[src/logic/dsr_pkg.sv]
// package of the dma and scsi status register bank: offsets, bit positions, reset values, carriers
// assumes a single 100 MHz core clock and an axi4-lite master with 8-bit byte addresses
package dsr_pkg;
    // =====================================================================
    // register map (index; byte address is four times the index)
    localparam int ADDR_W = 8;
    localparam logic [5:0] DMA_STATUS_IDX = 6'h0C;
    localparam logic [5:0] SCSI_STATUS_ZERO_IDX = 6'h0D;
    localparam logic [5:0] DMA_INT_ENABLE_IDX = 6'h20;
    localparam logic [5:0] CONTROL_IDX = 6'h21;
    localparam logic [7:0] DMA_STATUS_RST = 8'h80;
    localparam logic [7:0] SCSI_STATUS_ZERO_RST = 8'h00;
    localparam logic [7:0] DMA_INT_ENABLE_RST = 8'h00;
    localparam logic [7:0] CONTROL_RST = 8'h00;
    localparam logic [7:0] STATUS_INT_MASK = 8'h7F;
    localparam logic [7:0] CONTROL_WMASK = 8'h4F;
    // =====================================================================
    // dma status bits
    localparam int DFE_BIT = 7;
    localparam int MASTER_PARITY_ERROR_FLAG_BIT = 6;
    localparam int BF_BIT = 5;
    localparam int ABORTED_FLAG_BIT = 4;
    localparam int SSI_BIT = 3;
    localparam int SIR_BIT = 2;
    localparam int EXTRA_PARITY_ERROR_FLAG_BIT = 1;
    localparam int IID_BIT = 0;
    // control bits
    localparam int CTL_SSTEP_BIT = 0;
    localparam int CTL_FULL_ARB_BIT = 1;
    localparam int CTL_MPEE_BIT = 3;
    localparam int CTL_SRST_BIT = 6;
    localparam int CTL_ABORT_BIT = 7;
    // =====================================================================
    // bus answers
    localparam logic [1:0] RESP_OKAY = 2'h0;
    localparam logic [1:0] RESP_SLVERR = 2'h2;
    localparam logic [1:0] RESP_DECERR = 2'h3;
    // =====================================================================
    // instruction decode
    localparam logic [1:0] TYPE_BLOCK = 2'h0;
    localparam logic [1:0] TYPE_XFER = 2'h2;
    localparam logic [1:0] TYPE_MEM = 2'h3;
    localparam int LS_BIT = 5;
    localparam logic [7:0] LS_RSVD_MASK = 8'h0C;
    localparam logic [7:0] MM_RSVD_MASK = 8'h3E;
    localparam logic [2:0] XFER_OP_MAX = 3'h3;
    localparam int WAIT_VALID_BIT = 16;
    localparam int CMP_PHASE_BIT = 17;
    localparam int CMP_DATA_BIT = 18;
    localparam int CARRY_BIT = 21;
    localparam int RSVD22_BIT = 22;
    localparam logic [23:0] LS_MIN = 24'h000001;
    localparam logic [23:0] LS_MAX = 24'h000004;
    localparam logic [3:0] DWORD_BYTES = 4'h4;
    // =====================================================================
    // carriers
    typedef enum logic [1:0] {ARB_IDLE, ARB_RUN, ARB_LOST, ARB_WON} dsr_arb_t;
    typedef struct packed {
        logic awvalid; logic [ADDR_W-1:0] awaddr; logic wvalid; logic [31:0] wdata; logic [3:0] wstrb;
        logic bready; logic arvalid; logic [ADDR_W-1:0] araddr; logic rready;
    } dsr_axi_req_t;
    typedef struct packed {
        logic awready; logic wready; logic bvalid; logic [1:0] bresp;
        logic arready; logic rvalid; logic [31:0] rdata; logic [1:0] rresp;
    } dsr_axi_rsp_t;
    typedef struct packed {
        logic fifo_empty; logic master_parity_err; logic bus_fault; logic abort_done; logic instr_done_ok;
        logic int_instr_true; logic extra_parity_err; logic illegal_opcode; logic wait_disc_req;
    } dsr_evt_t;
    typedef struct packed {
        logic valid; logic [7:0] cmd; logic [23:0] dbc; logic target_mode; logic mem_is_op_regs;
        logic [1:0] reg_addr; logic [1:0] mem_addr; logic [1:0] src_addr; logic [1:0] dst_addr;
    } dsr_instr_t;
    typedef struct packed {
        logic in_latch_low_full; logic out_hold_low_full; logic out_latch_low_full;
        logic arb_request; logic bus_free; logic arb_win;
    } dsr_scsi_t;
    typedef struct packed {
        logic aw_have; logic w_have; logic [ADDR_W-1:0] awaddr; logic [7:0] wdata; logic wstrb0;
        logic awready; logic wready; logic bvalid; logic [1:0] bresp;
        logic arready; logic rvalid; logic [7:0] rdata; logic [1:0] rresp;
        logic [7:0] dma_status; logic [7:0] scsi_status_zero; logic [7:0] dma_interrupt_enable;
        logic [7:0] control; logic pending; logic abort_req;
        logic rst_s1; logic rst_s2; logic sdp_s1; logic sdp_s2; logic sel_s1; logic sel_s2;
        dsr_arb_t arb;
    } dsr_state_t;
    localparam dsr_state_t STATE_RST = '{
        aw_have: 1'b0, w_have: 1'b0, awaddr: 8'h00, wdata: 8'h00, wstrb0: 1'b0,
        awready: 1'b0, wready: 1'b0, bvalid: 1'b0, bresp: 2'h0,
        arready: 1'b0, rvalid: 1'b0, rdata: 8'h00, rresp: 2'h0,
        dma_status: DMA_STATUS_RST, scsi_status_zero: SCSI_STATUS_ZERO_RST,
        dma_interrupt_enable: DMA_INT_ENABLE_RST, control: CONTROL_RST, pending: 1'b0, abort_req: 1'b0,
        rst_s1: 1'b1, rst_s2: 1'b1, sdp_s1: 1'b1, sdp_s2: 1'b1, sel_s1: 1'b1, sel_s2: 1'b1,
        arb: ARB_IDLE
    };
endpackage

[src/logic/dsr_status_regs.sv]
// dma status and scsi status zero register bank with axi4-lite slave
// assumes event and instruction inputs are on aclk; scsi pins are asynchronous and synchronised here
`timescale 1ns/1ps
`default_nettype none

module dsr_status_regs (
    input wire logic aclk,
    input wire logic aresetn,
    input wire dsr_pkg::dsr_axi_req_t s_axi_i,
    output var dsr_pkg::dsr_axi_rsp_t s_axi_o,
    input wire dsr_pkg::dsr_evt_t evt_i,
    input wire dsr_pkg::dsr_instr_t instr_i,
    input wire dsr_pkg::dsr_scsi_t scsi_i,
    input wire logic scsi_rst_n,
    input wire logic scsi_low_byte_parity_line_n,
    input wire logic scsi_sel_n,
    output logic dma_interrupt_pending,
    output logic abort_request
);
    import dsr_pkg::*;

    // =====================================================================
    // decode helpers
    function automatic logic [5:0] reg_index(input logic [ADDR_W-1:0] addr);
        reg_index = addr[ADDR_W-1:2];
    endfunction

    function automatic logic illegal_check(input dsr_instr_t i);
        logic bad;
        logic [3:0] cnt_end;
        bad = 1'b0;
        cnt_end = {2'h0, i.mem_addr} + i.dbc[3:0];
        case (i.cmd[7:6])
            TYPE_BLOCK: begin
                bad = (i.dbc == 24'h000000);
            end
            TYPE_XFER: begin
                bad = (i.cmd[5:3] > XFER_OP_MAX)
                    | (i.target_mode & (i.dbc[CMP_DATA_BIT] | i.dbc[CMP_PHASE_BIT]))
                    | (i.dbc[CARRY_BIT] & (i.dbc[CMP_DATA_BIT] | i.dbc[CMP_PHASE_BIT]))
                    | i.dbc[RSVD22_BIT]
                    | (i.target_mode & i.dbc[WAIT_VALID_BIT]);
            end
            TYPE_MEM: begin
                if (i.cmd[LS_BIT]) begin
                    bad = i.mem_is_op_regs
                        | (i.reg_addr != i.mem_addr)
                        | (|(i.cmd & LS_RSVD_MASK))
                        | (i.dbc < LS_MIN) | (i.dbc > LS_MAX)
                        | (cnt_end > DWORD_BYTES);
                end else begin
                    bad = (|(i.cmd & MM_RSVD_MASK)) | (i.src_addr != i.dst_addr);
                end
            end
            default: begin
                bad = 1'b0;
            end
        endcase
        illegal_check = bad;
    endfunction

    // =====================================================================
    // state
    dsr_state_t st_q;
    dsr_state_t st_d;

    logic aw_fire;
    logic w_fire;
    logic ar_fire;
    logic rd_dma_fire;
    logic [7:0] dma_set;

    assign aw_fire = s_axi_i.awvalid & st_q.awready;
    assign w_fire = s_axi_i.wvalid & st_q.wready;
    assign ar_fire = s_axi_i.arvalid & st_q.arready;
    assign rd_dma_fire = ar_fire & (reg_index(s_axi_i.araddr) == DMA_STATUS_IDX);

    // =====================================================================
    // event sources of the dma status register
    assign dma_set[DFE_BIT] = 1'b0;
    assign dma_set[MASTER_PARITY_ERROR_FLAG_BIT] = evt_i.master_parity_err & st_q.control[CTL_MPEE_BIT];
    assign dma_set[BF_BIT] = evt_i.bus_fault;
    assign dma_set[ABORTED_FLAG_BIT] = evt_i.abort_done & st_q.abort_req;
    assign dma_set[SSI_BIT] = evt_i.instr_done_ok & st_q.control[CTL_SSTEP_BIT];
    assign dma_set[SIR_BIT] = evt_i.int_instr_true;
    assign dma_set[EXTRA_PARITY_ERROR_FLAG_BIT] = evt_i.extra_parity_err;
    assign dma_set[IID_BIT] = evt_i.illegal_opcode | evt_i.wait_disc_req
        | (instr_i.valid & illegal_check(instr_i));

    // =====================================================================
    // next state
    always_comb begin
        st_d = st_q;
        // pin synchronisers
        st_d.rst_s1 = scsi_rst_n;
        st_d.rst_s2 = st_q.rst_s1;
        st_d.sdp_s1 = scsi_low_byte_parity_line_n;
        st_d.sdp_s2 = st_q.sdp_s1;
        st_d.sel_s1 = scsi_sel_n;
        st_d.sel_s2 = st_q.sel_s1;

        // sticky dma status bits 6 to 0: set wins over the read clear; DFE follows fifo_empty
        st_d.dma_status[6:0] = (st_q.dma_status[6:0] & ~(rd_dma_fire ? st_q.dma_status[6:0] : 7'h00))
            | dma_set[6:0];
        st_d.dma_status[DFE_BIT] = evt_i.fifo_empty;

        // abort request handshake
        if (evt_i.abort_done) begin
            st_d.abort_req = 1'b0;
        end

        // arbitration tracker
        case (st_q.arb)
            ARB_RUN: begin
                if (!st_q.sel_s2) begin
                    st_d.arb = ARB_LOST;
                end else if (scsi_i.arb_win) begin
                    st_d.arb = st_q.control[CTL_FULL_ARB_BIT] ? ARB_WON : ARB_IDLE;
                end else if (!scsi_i.arb_request) begin
                    st_d.arb = ARB_IDLE;
                end
            end
            ARB_IDLE, ARB_LOST, ARB_WON: begin
                if (scsi_i.arb_request & scsi_i.bus_free) begin
                    st_d.arb = ARB_RUN;
                end
            end
            default: begin
                st_d.arb = ARB_IDLE;
            end
        endcase

        // axi write channel
        if (aw_fire) begin
            st_d.aw_have = 1'b1;
            st_d.awaddr = s_axi_i.awaddr;
        end
        if (w_fire) begin
            st_d.w_have = 1'b1;
            st_d.wdata = s_axi_i.wdata[7:0];
            st_d.wstrb0 = s_axi_i.wstrb[0];
        end
        if (st_q.bvalid & s_axi_i.bready) begin
            st_d.bvalid = 1'b0;
        end
        if (st_d.aw_have & st_d.w_have & !st_q.bvalid) begin
            st_d.aw_have = 1'b0;
            st_d.w_have = 1'b0;
            st_d.bvalid = 1'b1;
            st_d.bresp = RESP_OKAY;
            case (reg_index(st_d.awaddr))
                DMA_INT_ENABLE_IDX: begin
                    if (st_d.wstrb0) begin
                        st_d.dma_interrupt_enable = st_d.wdata & STATUS_INT_MASK;
                    end
                end
                CONTROL_IDX: begin
                    if (st_d.wstrb0) begin
                        st_d.control = st_d.wdata & CONTROL_WMASK;
                        if (st_d.wdata[CTL_ABORT_BIT]) begin
                            st_d.abort_req = 1'b1;
                        end
                    end
                end
                DMA_STATUS_IDX, SCSI_STATUS_ZERO_IDX: begin
                    st_d.bresp = RESP_SLVERR;
                end
                default: begin
                    st_d.bresp = RESP_DECERR;
                end
            endcase
        end
        st_d.awready = !st_d.aw_have & !st_d.bvalid;
        st_d.wready = !st_d.w_have & !st_d.bvalid;

        // axi read channel
        if (st_q.rvalid & s_axi_i.rready) begin
            st_d.rvalid = 1'b0;
        end
        if (ar_fire) begin
            st_d.rvalid = 1'b1;
            st_d.rresp = RESP_OKAY;
            case (reg_index(s_axi_i.araddr))
                DMA_STATUS_IDX: st_d.rdata = st_q.dma_status;
                SCSI_STATUS_ZERO_IDX: st_d.rdata = st_q.scsi_status_zero;
                DMA_INT_ENABLE_IDX: st_d.rdata = st_q.dma_interrupt_enable;
                CONTROL_IDX: st_d.rdata = st_q.control;
                default: begin
                    st_d.rdata = 8'h00;
                    st_d.rresp = RESP_DECERR;
                end
            endcase
        end
        st_d.arready = !st_d.rvalid;

        // masked pending flag, dropped when the read clear empties the enabled bits
        st_d.pending = |(st_d.dma_status & st_d.dma_interrupt_enable & STATUS_INT_MASK);

        // scsi status zero, all live
        st_d.scsi_status_zero = {
            scsi_i.in_latch_low_full,
            scsi_i.out_hold_low_full,
            scsi_i.out_latch_low_full,
            st_d.arb == ARB_RUN,
            st_d.arb == ARB_LOST,
            st_d.arb == ARB_WON,
            ~st_q.rst_s2 | st_d.control[CTL_SRST_BIT],
            ~st_q.sdp_s2
        };
    end

    always_ff @(posedge aclk) begin
        if (!aresetn) begin
            st_q <= STATE_RST;
        end else begin
            st_q <= st_d;
        end
    end

    // =====================================================================
    // outputs
    assign s_axi_o.awready = st_q.awready;
    assign s_axi_o.wready = st_q.wready;
    assign s_axi_o.bvalid = st_q.bvalid;
    assign s_axi_o.bresp = st_q.bresp;
    assign s_axi_o.arready = st_q.arready;
    assign s_axi_o.rvalid = st_q.rvalid;
    assign s_axi_o.rdata = {24'h000000, st_q.rdata};
    assign s_axi_o.rresp = st_q.rresp;
    assign dma_interrupt_pending = st_q.pending;
    assign abort_request = st_q.abort_req;
endmodule // dsr_status_regs

`default_nettype wire

[config.mk]
export PLATFORM = sky130hd
export DESIGN_NAME = dsr_status_regs
export DESIGN_NICKNAME = d
export VERILOG_FILES = /design/src/logic/dsr_pkg.sv /design/src/logic/dsr_status_regs.sv
export SDC_FILE = /design/constraint.sdc
export NUM_CORES = 1
export LEC_CHECK = 0
export ABC_CLOCK_PERIOD_IN_PS = 2700
export BUFFER_PORTS_ARGS = -buffer_cell sky130_fd_sc_hd__buf_2
export CAP_MARGIN = 20
export CORE_ASPECT_RATIO = 1.1
export CORE_UTILIZATION = 46
export CTS_CLUSTER_DIAMETER = 150
export DETAILED_ROUTE_END_ITERATION = 10
export PLACE_DENSITY = 0.8
export SLEW_MARGIN = 20
export SYNTH_ARGS = -nofsm -noshare
export SYNTH_HDL_FRONTEND = slang
export SYNTH_SLANG_ARGS = --single-unit
[constraint.sdc]
create_clock -name aclk -period 2.7 [get_ports aclk]
set_input_delay 0.27 -clock aclk [delete_from_list [all_inputs] [get_ports aclk]]
set_output_delay 0.27 -clock aclk [all_outputs]
set_load 0.005 [all_outputs]
==> impl_metrics.yaml, run 1 <==
outcome:
  outcome: "finished clean"
logic_synthesis:
  syn_inst: 376
  synth-compound-area-share: 0.177
  synth-xor-area-share: 0.0105
  yosys.area_share.simple: 0.210
  synth-warning-count: 0
  ys_types: 55
  synth_edf_count: 0
  synth_top_family_by_area: "simple AND/OR/NAND/NOR gates"
  syn_avg_cell_area_um2: 8.83
  seq_area_frac_synth: 0.428
  ys_seq_elements: 71
  synth_fa_ha_area_frac: 0.0136
  synthFlopType: "dfxtp_1"
  ys_async_sr_fraction: 0
  syn_area_um2: 3320
  synthMuxAreaShare: 0.0395
setup_path:
  reg2reg_slack_ns: 0.68
  crit_path_end_kind: "flop"
  cp_max_fo: 8
  crit_path_top_delay_cell: "or3_1"
  cp_slowest_stage_delay_ns: 0.51
  r2r-start: "s_axi_o[35]"
  timing.rr.end: "dma_interrupt_pending"
  setup.worst_path.start_class: "flop"
  critical_path.cell_chain: "nand4bb_1 > or3_1 > a22oi_1 > o22ai_1 > nor4_1 > a211oi_1"
  cp-startpoint: "s_axi_o[35]"
  worstSetupEndpoint: "dma_interrupt_pending"
  reg2reg_depth: 6
  crit_type: "flop to flop"
  cp.depth: 6
  critPathArrivalTime_ns: 2.22
  path_buf_inv: 0
  path_delay_family: "simple AND/OR/NAND/NOR gates"
  cp_data_required_time_ns: 2.90
detailed_routing:
  drt-initial-drc-count: 152
  dr.pass1.iters: 4
  vias: 2944
  ant_nets: 0
  drt-wirelength-per-cell_um: 13.3
  drc: 0
  vias_per_cell: 5.31
  routed_wl_um: 7360
timing:
  period_needed_ns: 2.02
  slew_viol_final: 0
  layout_setup_ws_ns: 0.683
  worstMarginPinSlew_ns: 0.903
  slew_headroom: 0.393
  post-route-period-util: 0.747
  finClkSkew_ns: 0.0120
  rsz0062_at_grt: "no"
  finalHoldViolations: 0
  fmax_ghz: 0.496
  setup_viol: 0
  setup_tns_ns: 0
clock_tree:
  cts_tree: "yes"
  clk_latency_ns: 0.34
  cts_hold_buf: 0
  htree_levels: 3
  cts_buffers: 9
  cts.path.max_buffers: 2
  postCtsSetupBuffers: 0
  ctsRootBufferMaster: "clkbuf_8"
  cts_resized: 0
  cts.clk_slew.worst_paths_ns: 0.07
  clock-sinks: 71
power_and_ir_drop:
  ir_drop_mv: 0.343
  p_leak_nw: 1.68
  p_per_area_nw_per_um2: 560
placed_design:
  dp.cells: 538
  dp_hpwl_um: 5620
  placed_area_um2: 3690
  dp_worst_setup_slack_ns: 0.338
  gp_congestion: 0.908
  port_buffers: 106
flow_run:
  drv_cap: 0
cells_and_area:
  final_area_um2: 3880
  diodes: 0
  drive_gt1_frac: 0.286
  layout_commonest_cell: "buf_2"
  layout.nets: 587
  layout_common_cells: "buf_2 (106), dfxtp_1 (71), nor2_1 (39)"
  area_delta_synth_final_pct: 16.9
  final_cells: 554
floorplanning:
  start_util: 0.474
  die_x_um: 83.0
  die-area_um2: 7570
  core_um2: 7010
  rows: 32
  pin_count: 163
  die_h_um: 91.1
min_path:
  hold_depth: 2
  hold_class: "input port to flop"
global_routing:
  grt.overflow.total: 0
  grt_usage: 0.201
  grt_pass1_wl_um: 12300
  antenna_found_initial: 0
  grt_max_degree: 51
  grt_pass1_vias: 2830
-- flip-flops by register name, summed over array words and instances, names as in the netlist --
signal / flops
st_d: 3
s_axi_o: 16
st_q: 50
dma_interrupt_pending: 1
abort_request: 1
-- area by class of cell --
| cell class | instances | area (um^2) |
|---|---|---|
| Sequential cell | 71 | 1420 |
| Timing Repair Buffer | 108 | 546 |
| Fill cell | 654 | 3120 |
| Clock inverter | 7 | 71.3 |
| Multi-Input combinational cell | 266 | 1590 |
| Tap cell | 85 | 106 |
| Inverter | 8 | 30.0 |
| Clock buffer | 9 | 124 |
-- per-layer routing --
metal	global-route usage	vias to the layer above	wire, um
met5	0	-	0
met4	0.0934	0	116
met3	0.0609	15	593
met2	0.348	134	3670
met1	0.227	1344	2980
li1	-	1451	-
-- synth_stat cells (4+ instances only) --
master | number | area share
a211oi_1 | 14 | 0.032
a21oi_1 | 28 | 0.042
a22o_1 | 11 | 0.029
a22oi_1 | 9 | 0.020
and2_1 | 8 | 0.015
buf_4 | 42 | 0.095
clkbuf_1 | 9 | 0.010
dfxtp_1 | 71 | 0.43
inv_1 | 7 | 0.0079
mux2i_1 | 8 | 0.024
nand2_1 | 25 | 0.028
nand2b_1 | 10 | 0.019
nand3_1 | 11 | 0.017
nand4_1 | 5 | 0.0094
nor2_1 | 39 | 0.044
nor3_1 | 11 | 0.017
nor4_1 | 6 | 0.011
o21ai_0 | 11 | 0.017
xnor2_1 | 4 | 0.011
-- cell families (layout without fill, tap and decap cells) --
kind of cell               Yosys count  in the layout
muxes                               12             12
AOI/OAI and AO/OA                   88             88
adders and majority gates            3              3
and+or+nand+nor                    135            135
buffers and inverters               62            132
xor gates and xnor gates             4              4
other                                1             24
DFF                                 71             71
-- how the worst min path moves through the flow --
stage	startpoint	endpoint	slack, ns
6_report	scsi_sel_n	st_d[2]	0.11
5_1_grt	scsi_low_byte_parity_line_n	st_d[4]	0.1
4_1_cts	scsi_sel_n	st_d[2]	0.09
3_5_place_dp	st_q[4]	st_q[26]	0.38
3_3_place_gp	st_q[4]	st_q[26]	0.38
2_1_floorplan	aresetn	st_d[2]	0.34
-- per-stage QoR --
step | hold WS, ns | util | power (mW)
after floorplan | 0.343 | - | 1.30
after global placement | 0.378 | 0.527 | 1.36
after detailed placement | 0.378 | 0.527 | 1.37
after CTS | 0.0940 | 0.554 | 2.19
after global routing | 0.0999 | 0.554 | 2.27
final | 0.110 | 0.554 | 2.18
-- where the power goes --
| group | internal, mW | switching [mW] |
|---|---|---|
| combinational | 0.111 | 0.131 |
| clock | 0.426 | 0.400 |
| sequential | 1.09 | 0.0217 |
-- worst reg2reg max path: stages, from the launching register on --
cell and delay, ns:
dfxtp_1 0.38, nand4bb_1 0.14, or3_1 0.51, a22oi_1 0.28
o22ai_1 0.12, nor4_1 0.32, a211oi_1 0.13
Note: power is estimated with default switching activity, not from simulation.
==> inputs of run 2 (changes only) <==
--- a/config.mk
+++ b/config.mk
@@ -5,14 +5,14 @@
 export SDC_FILE = /design/constraint.sdc
 export NUM_CORES = 1
 export LEC_CHECK = 0
-export ABC_CLOCK_PERIOD_IN_PS = 2700
+export ABC_CLOCK_PERIOD_IN_PS = 1700
 export BUFFER_PORTS_ARGS = -buffer_cell sky130_fd_sc_hd__buf_2
 export CAP_MARGIN = 20
 export CORE_ASPECT_RATIO = 1.1
-export CORE_UTILIZATION = 46
+export CORE_UTILIZATION = 42
 export CTS_CLUSTER_DIAMETER = 150
 export DETAILED_ROUTE_END_ITERATION = 10
-export PLACE_DENSITY = 0.8
+export PLACE_DENSITY = 0.77
 export SLEW_MARGIN = 20
 export SYNTH_ARGS = -nofsm -noshare
 export SYNTH_HDL_FRONTEND = slang
==> constraint.sdc (replaced) <==
create_clock -name aclk -period 1.7 [get_ports aclk]
set_input_delay 0.17 -clock aclk [delete_from_list [all_inputs] [get_ports aclk]]
set_output_delay 0.17 -clock aclk [all_outputs]
set_load 0.005 [all_outputs]
==> impl_metrics.yaml, run 2 (synthesized netlist as in run 1, its figures left out) <==
cells_and_area:
  layout_commonest_cell: "buf_2"
  area_delta_synth_final_pct: 32.3
  multi_input_area_um2: 1700
  layout.nets: 631
  register_area_um2: 1430
  layout_common_cells: "buf_2 (104), dfxtp_1 (67), buf_4 (39)"
  final_cells: 618
  drive_gt1_frac: 0.392
  max_flop_register: "st_q"
  final_area_um2: 4400
  diodes: 0
  n_fill_cell: 694
  largest_register_ffs: 50
min_path:
  hold_depth: 2
  hold_class: "input port to flop"
  hold_path_end: "st_d[4]"
  worstHoldStart: "scsi_low_byte_parity_line_n"
placed_design:
  dp_hpwl_um: 6200
  port_buffers: 106
  placed_area_um2: 4040
  dp.cells: 596
  gp_congestion: 0.907
  dp_worst_setup_slack_ns: -0.464
clock_tree:
  clk_latency_ns: 0.34
  clock-sinks: 71
  cts.path.max_buffers: 2
  htree_levels: 3
  cts_buffers: 9
  cts_tree: "yes"
  cts.clk_slew.worst_paths_ns: 0.07
  ctsRootBufferMaster: "clkbuf_8"
detailed_routing:
  vias: 3118
  routed_wl_um: 8110
  drc: 0
  dr.pass1.iters: 4
  drt-initial-drc-count: 134
  ant_nets: 0
  drt-wirelength-per-cell_um: 13.1
  vias_per_cell: 5.05
floorplanning:
  die_h_um: 95.3
  rows: 33
  core_um2: 7560
  die-area_um2: 8270
  pin_count: 163
  die_x_um: 86.8
  start_util: 0.440
setup_path:
  critPathArrivalTime_ns: 1.96
  crit_type: "flop to flop"
  reg2reg_depth: 9
  cp_max_fo: 6
  setup.worst_path.start_class: "flop"
  timing.rr.end: "st_q[13]"
  reg2reg_slack_ns: -0.008
  r2r-start: "s_axi_o[40]"
  crit_path_end_kind: "flop"
  cp-startpoint: "s_axi_o[40]"
  cp_data_required_time_ns: 1.95
timing:
  holdWs_ns: 0.0171
  fmax_ghz: 0.585
  finClkSkew_ns: 0.00728
  rsz0062_at_grt: "yes"
  setup_viol: 3
  period_needed_ns: 1.71
  layout_setup_ws_ns: -0.00832
  finalHoldViolations: 0
  post-route-period-util: 1.00
  slew_viol_final: 0
power_and_ir_drop:
  p_per_area_nw_per_um2: 784
  p_total_mw: 3.44
  p_leak_nw: 1.93
  ir_drop_mv: 0.600
global_routing:
  grt_pass1_vias: 3051
  grt_usage: 0.203
  grt_pass1_wl_um: 13200
  grt_max_degree: 26
  antenna_found_initial: 0
  grt.overflow.total: 0
outcome:
  outcome: "complete, but fails checks"
  violations: "setup timing"
flow_run:
  drv_cap: 0
-- run 2: cell count changes in the layout (fill, tap and decap cells not counted), moves of 3 or more --
cell,before,now
buf_6,0,5
a211oi_1,14,9
dfxtp_1,71,67
a211oi_2,0,5
clkinvlp_4,3,0
a21oi_1,28,24
a21oi_2,0,4
buf_4,2,39
dfxtp_2,0,3
-- run 2: per-stage QoR --
step                      setup TNS (ns)   util
final                            -0.0152  0.582
after global routing              -0.518  0.582
after CTS                        -0.0395  0.563
after detailed placement          -0.974  0.534
after global placement            -0.708  0.534
after floorplan                   -0.241      -
-- run 2: what timing repair did --
| item | in CTS | in global routing |
|---|---|---|
| resized for setup | 6 | 30 |
| hold buffers | 2 | 0 |
| buffers inserted | 0 | 4 |
| endpoints found under the hold margin | 2 | 0 |
| endpoints found under the setup margin | 6 | 9 |
| pin swaps | 1 | 8 |
-- run 2: final cells by class --
type / instances / share of cell area
clock inverter: 4 / 0.00455
timing repair buffer: 152 / 0.212
tap: 105 / 0.0299
clock buffer: 12 / 0.0353
sequential: 71 / 0.325
multi-input combinational: 266 / 0.387
inverter: 8 / 0.00683
-- run 2: worst max path at each step --
| stage | endpoint | slack [ns] | cells after the start |
|---|---|---|---|
| 2_1_floorplan | dma_interrupt_pending | -0.15 | 8 |
| 3_3_place_gp | dma_interrupt_pending | -0.38 | 9 |
| 3_5_place_dp | dma_interrupt_pending | -0.46 | 9 |
| 4_1_cts | dma_interrupt_pending | -0.04 | 9 |
| 5_1_grt | dma_interrupt_pending | -0.11 | 6 |
| 6_report | st_q[13] | -0.008 | 9 |
-- run 2: per-layer routing --
metal  GRT usage  wire length [um]
met4      0.0833               175
met5           0                 0
met2       0.367              4020
met3      0.0545               559
met1       0.224              3360
-- run 2: report_power, final --
part	switching, mW	internal (mW)
logic	0.239	0.248
registers	0.0367	1.73
clock network	0.594	0.600
total	0.870	2.57
-- run 2: worst max-delay path, stage by stage, from the launching register on --
cell and delay (ns):
dfxtp_4 0.37, and4bb_2 0.23, a22o_1 0.22, buf_6 0.13, nand3_2 0.06, nor2_2 0.04, buf_6 0.12, buf_12 0.13
buf_6 0.11, a211oi_2 0.23
==> inputs of run 3 (changes only) <==
--- a/config.mk
+++ b/config.mk
@@ -8,7 +8,6 @@
 export ABC_CLOCK_PERIOD_IN_PS = 1700
 export BUFFER_PORTS_ARGS = -buffer_cell sky130_fd_sc_hd__buf_2
 export CAP_MARGIN = 20
-export CORE_ASPECT_RATIO = 1.1
 export CORE_UTILIZATION = 42
 export CTS_CLUSTER_DIAMETER = 150
 export DETAILED_ROUTE_END_ITERATION = 10
==> impl_metrics.yaml, run 3 (synthesized netlist as in run 1, its figures left out) <==
flow_run:
  drv_cap: 0
setup_path:
  cp_slowest_stage_delay_ns: 0.48
  cp_data_required_time_ns: 1.93
  crit_path_end_kind: "flop"
  setup.worst_path.start_class: "input port"
  path_delay_family: "compound AO/OA/AOI/OAI gates"
  cp_max_fo: 3
  crit_type: "input port to flop"
  critical_path.cell_chain: "buf_8 > ha_4 > fa_1 > nor2_1 > o311ai_1 > a2111oi_1 > o221ai_1 > a21oi_1 > a211oi_1"
  critPathArrivalTime_ns: 1.98
  crit_path_top_delay_cell: "fa_1"
  reg2reg_depth: 6
  path_buf_inv: 1
  cp.depth: 9
placed_design:
  placed_area_um2: 4040
  dp_hpwl_um: 6210
  dp_worst_setup_slack_ns: -0.425
  gp_congestion: 0.891
  port_buffers: 106
global_routing:
  grt_pass1_vias: 2831
  grt_usage: 0.197
  use_met2: 0.346
  busiest_layer: "met2"
  grt_use_met1: 0.228
  grt_pass1_wl_um: 12900
  grtUsageMet3: 0.0586
  antenna_found_initial: 0
  grt_max_degree: 52
  grt.overflow.total: 0
clock_tree:
  cts_buffers: 9
  cts.clk_slew.worst_paths_ns: 0.07
  cts.path.max_buffers: 2
  clock-sinks: 71
  htree_levels: 3
  cts_tree: "yes"
  ctsRootBufferMaster: "clkbuf_8"
  clk_latency_ns: 0.35
outcome:
  outcome: "complete, but fails checks"
  violations: "setup timing"
timing:
  setup_viol: 1
  rsz0062_at_grt: "yes"
  post-route-period-util: 1.03
  layout_setup_ws_ns: -0.0545
  fmax_ghz: 0.570
  period_needed_ns: 1.75
  finalHoldViolations: 0
  slew_viol_final: 0
  setup_tns_ns: -0.0545
  finClkSkew_ns: 0.00404
  holdWs_ns: 0.0240
detailed_routing:
  drc: 0
  drt-wirelength-per-cell_um: 13.6
  vias: 3183
  vias_per_cell: 5.15
  ant_nets: 0
  drt-initial-drc-count: 163
  routed_wl_um: 8380
  dr.pass1.iters: 6
power_and_ir_drop:
  ir_drop_mv: 0.524
  p_total_mw: 3.90
  p_comb_frac: 0.128
  sw_frac_of_total: 0.233
  p_int_mw: 2.99
  p_sw_mw: 0.909
  p_leak_nw: 1.96
  pwr-share-seq: 0.451
  p_per_area_nw_per_um2: 881
  clockPowerShare: 0.421
cells_and_area:
  multi_input_area_um2: 1660
  final_area_um2: 4430
  area_delta_synth_final_pct: 33.3
  layout.nets: 634
  max_flop_register: "st_q"
  drive_gt1_frac: 0.376
  largest_register_ffs: 50
  register_area_um2: 1430
  diodes: 0
  layout_commonest_cell: "buf_2"
  n_fill_cell: 701
  layout_common_cells: "buf_2 (104), dfxtp_1 (68), buf_4 (44)"
floorplanning:
  die_x_um: 90.9
  die_h_um: 90.9
  rows: 32
  start_util: 0.432
  pin_count: 163
  die-area_um2: 8270
  core_um2: 7690
min_path:
  hold_class: "input port to flop"
  hold_depth: 2
run 3: cell types whose count changed in the layout (fill, tap and decap cells not counted), sizes merged:
cell,change
clkinv,-2
clkbuf,-2
bufinv,+3
clkinvlp,+1
dlygate4sd3,+1
buf,+2
run 3: power groups by stage:
stage / registers [mW] / logic, mW / clock network [mW]
after floorplan: 1.79 / 0.273 / 0
final: 1.76 / 0.500 / 1.64
after detailed placement: 1.80 / 0.469 / 0
after global routing: 1.77 / 0.547 / 1.74
after global placement: 1.79 / 0.457 / 0
after CTS: 1.76 / 0.485 / 1.67
run 3: layout make-up:
class	instances	area share
multi-input combinational	266	0.375
sequential	71	0.322
timing repair buffer	155	0.212
clock buffer	10	0.0311
tap	102	0.0288
clock inverter	6	0.0243
inverter	8	0.00678
run 3: path summary, 6_finish.rpt:
check | slack [ns] | startpoint | endpoint
worst min register to register | 0.39 | st_q[4] | st_q[26]
worst min-delay path | 0.02 | evt_i[8] | st_q[41]
worst max-delay path | -0.05 | instr_i[10] | dma_interrupt_pending
worst max register to register | -0.02 | s_axi_o[35] | dma_interrupt_pending
run 3: per-stage QoR:
step / std cells / util
finish: 618 / 0.576
global route: 618 / 0.576
CTS: 615 / 0.568
floorplan: 399 / -
detailed placement: 596 / 0.526
global placement: 596 / 0.526
run 3: timing repair:
action                     in CTS  in global routing
hold endpoints to repair        3                  0
resized for setup              13                 12
hold buffers                    3                  0
pin swaps                       1                 10
setup buffers                   0                  3
setup endpoints to repair      10                  9
cloned                          0                  0
run 3: layer usage:
layer  up-vias  part of all wire
met5         -                 0
met4         0             0.016
li1       1552                 -
met2       151              0.49
met3        18             0.070
met1      1462              0.42
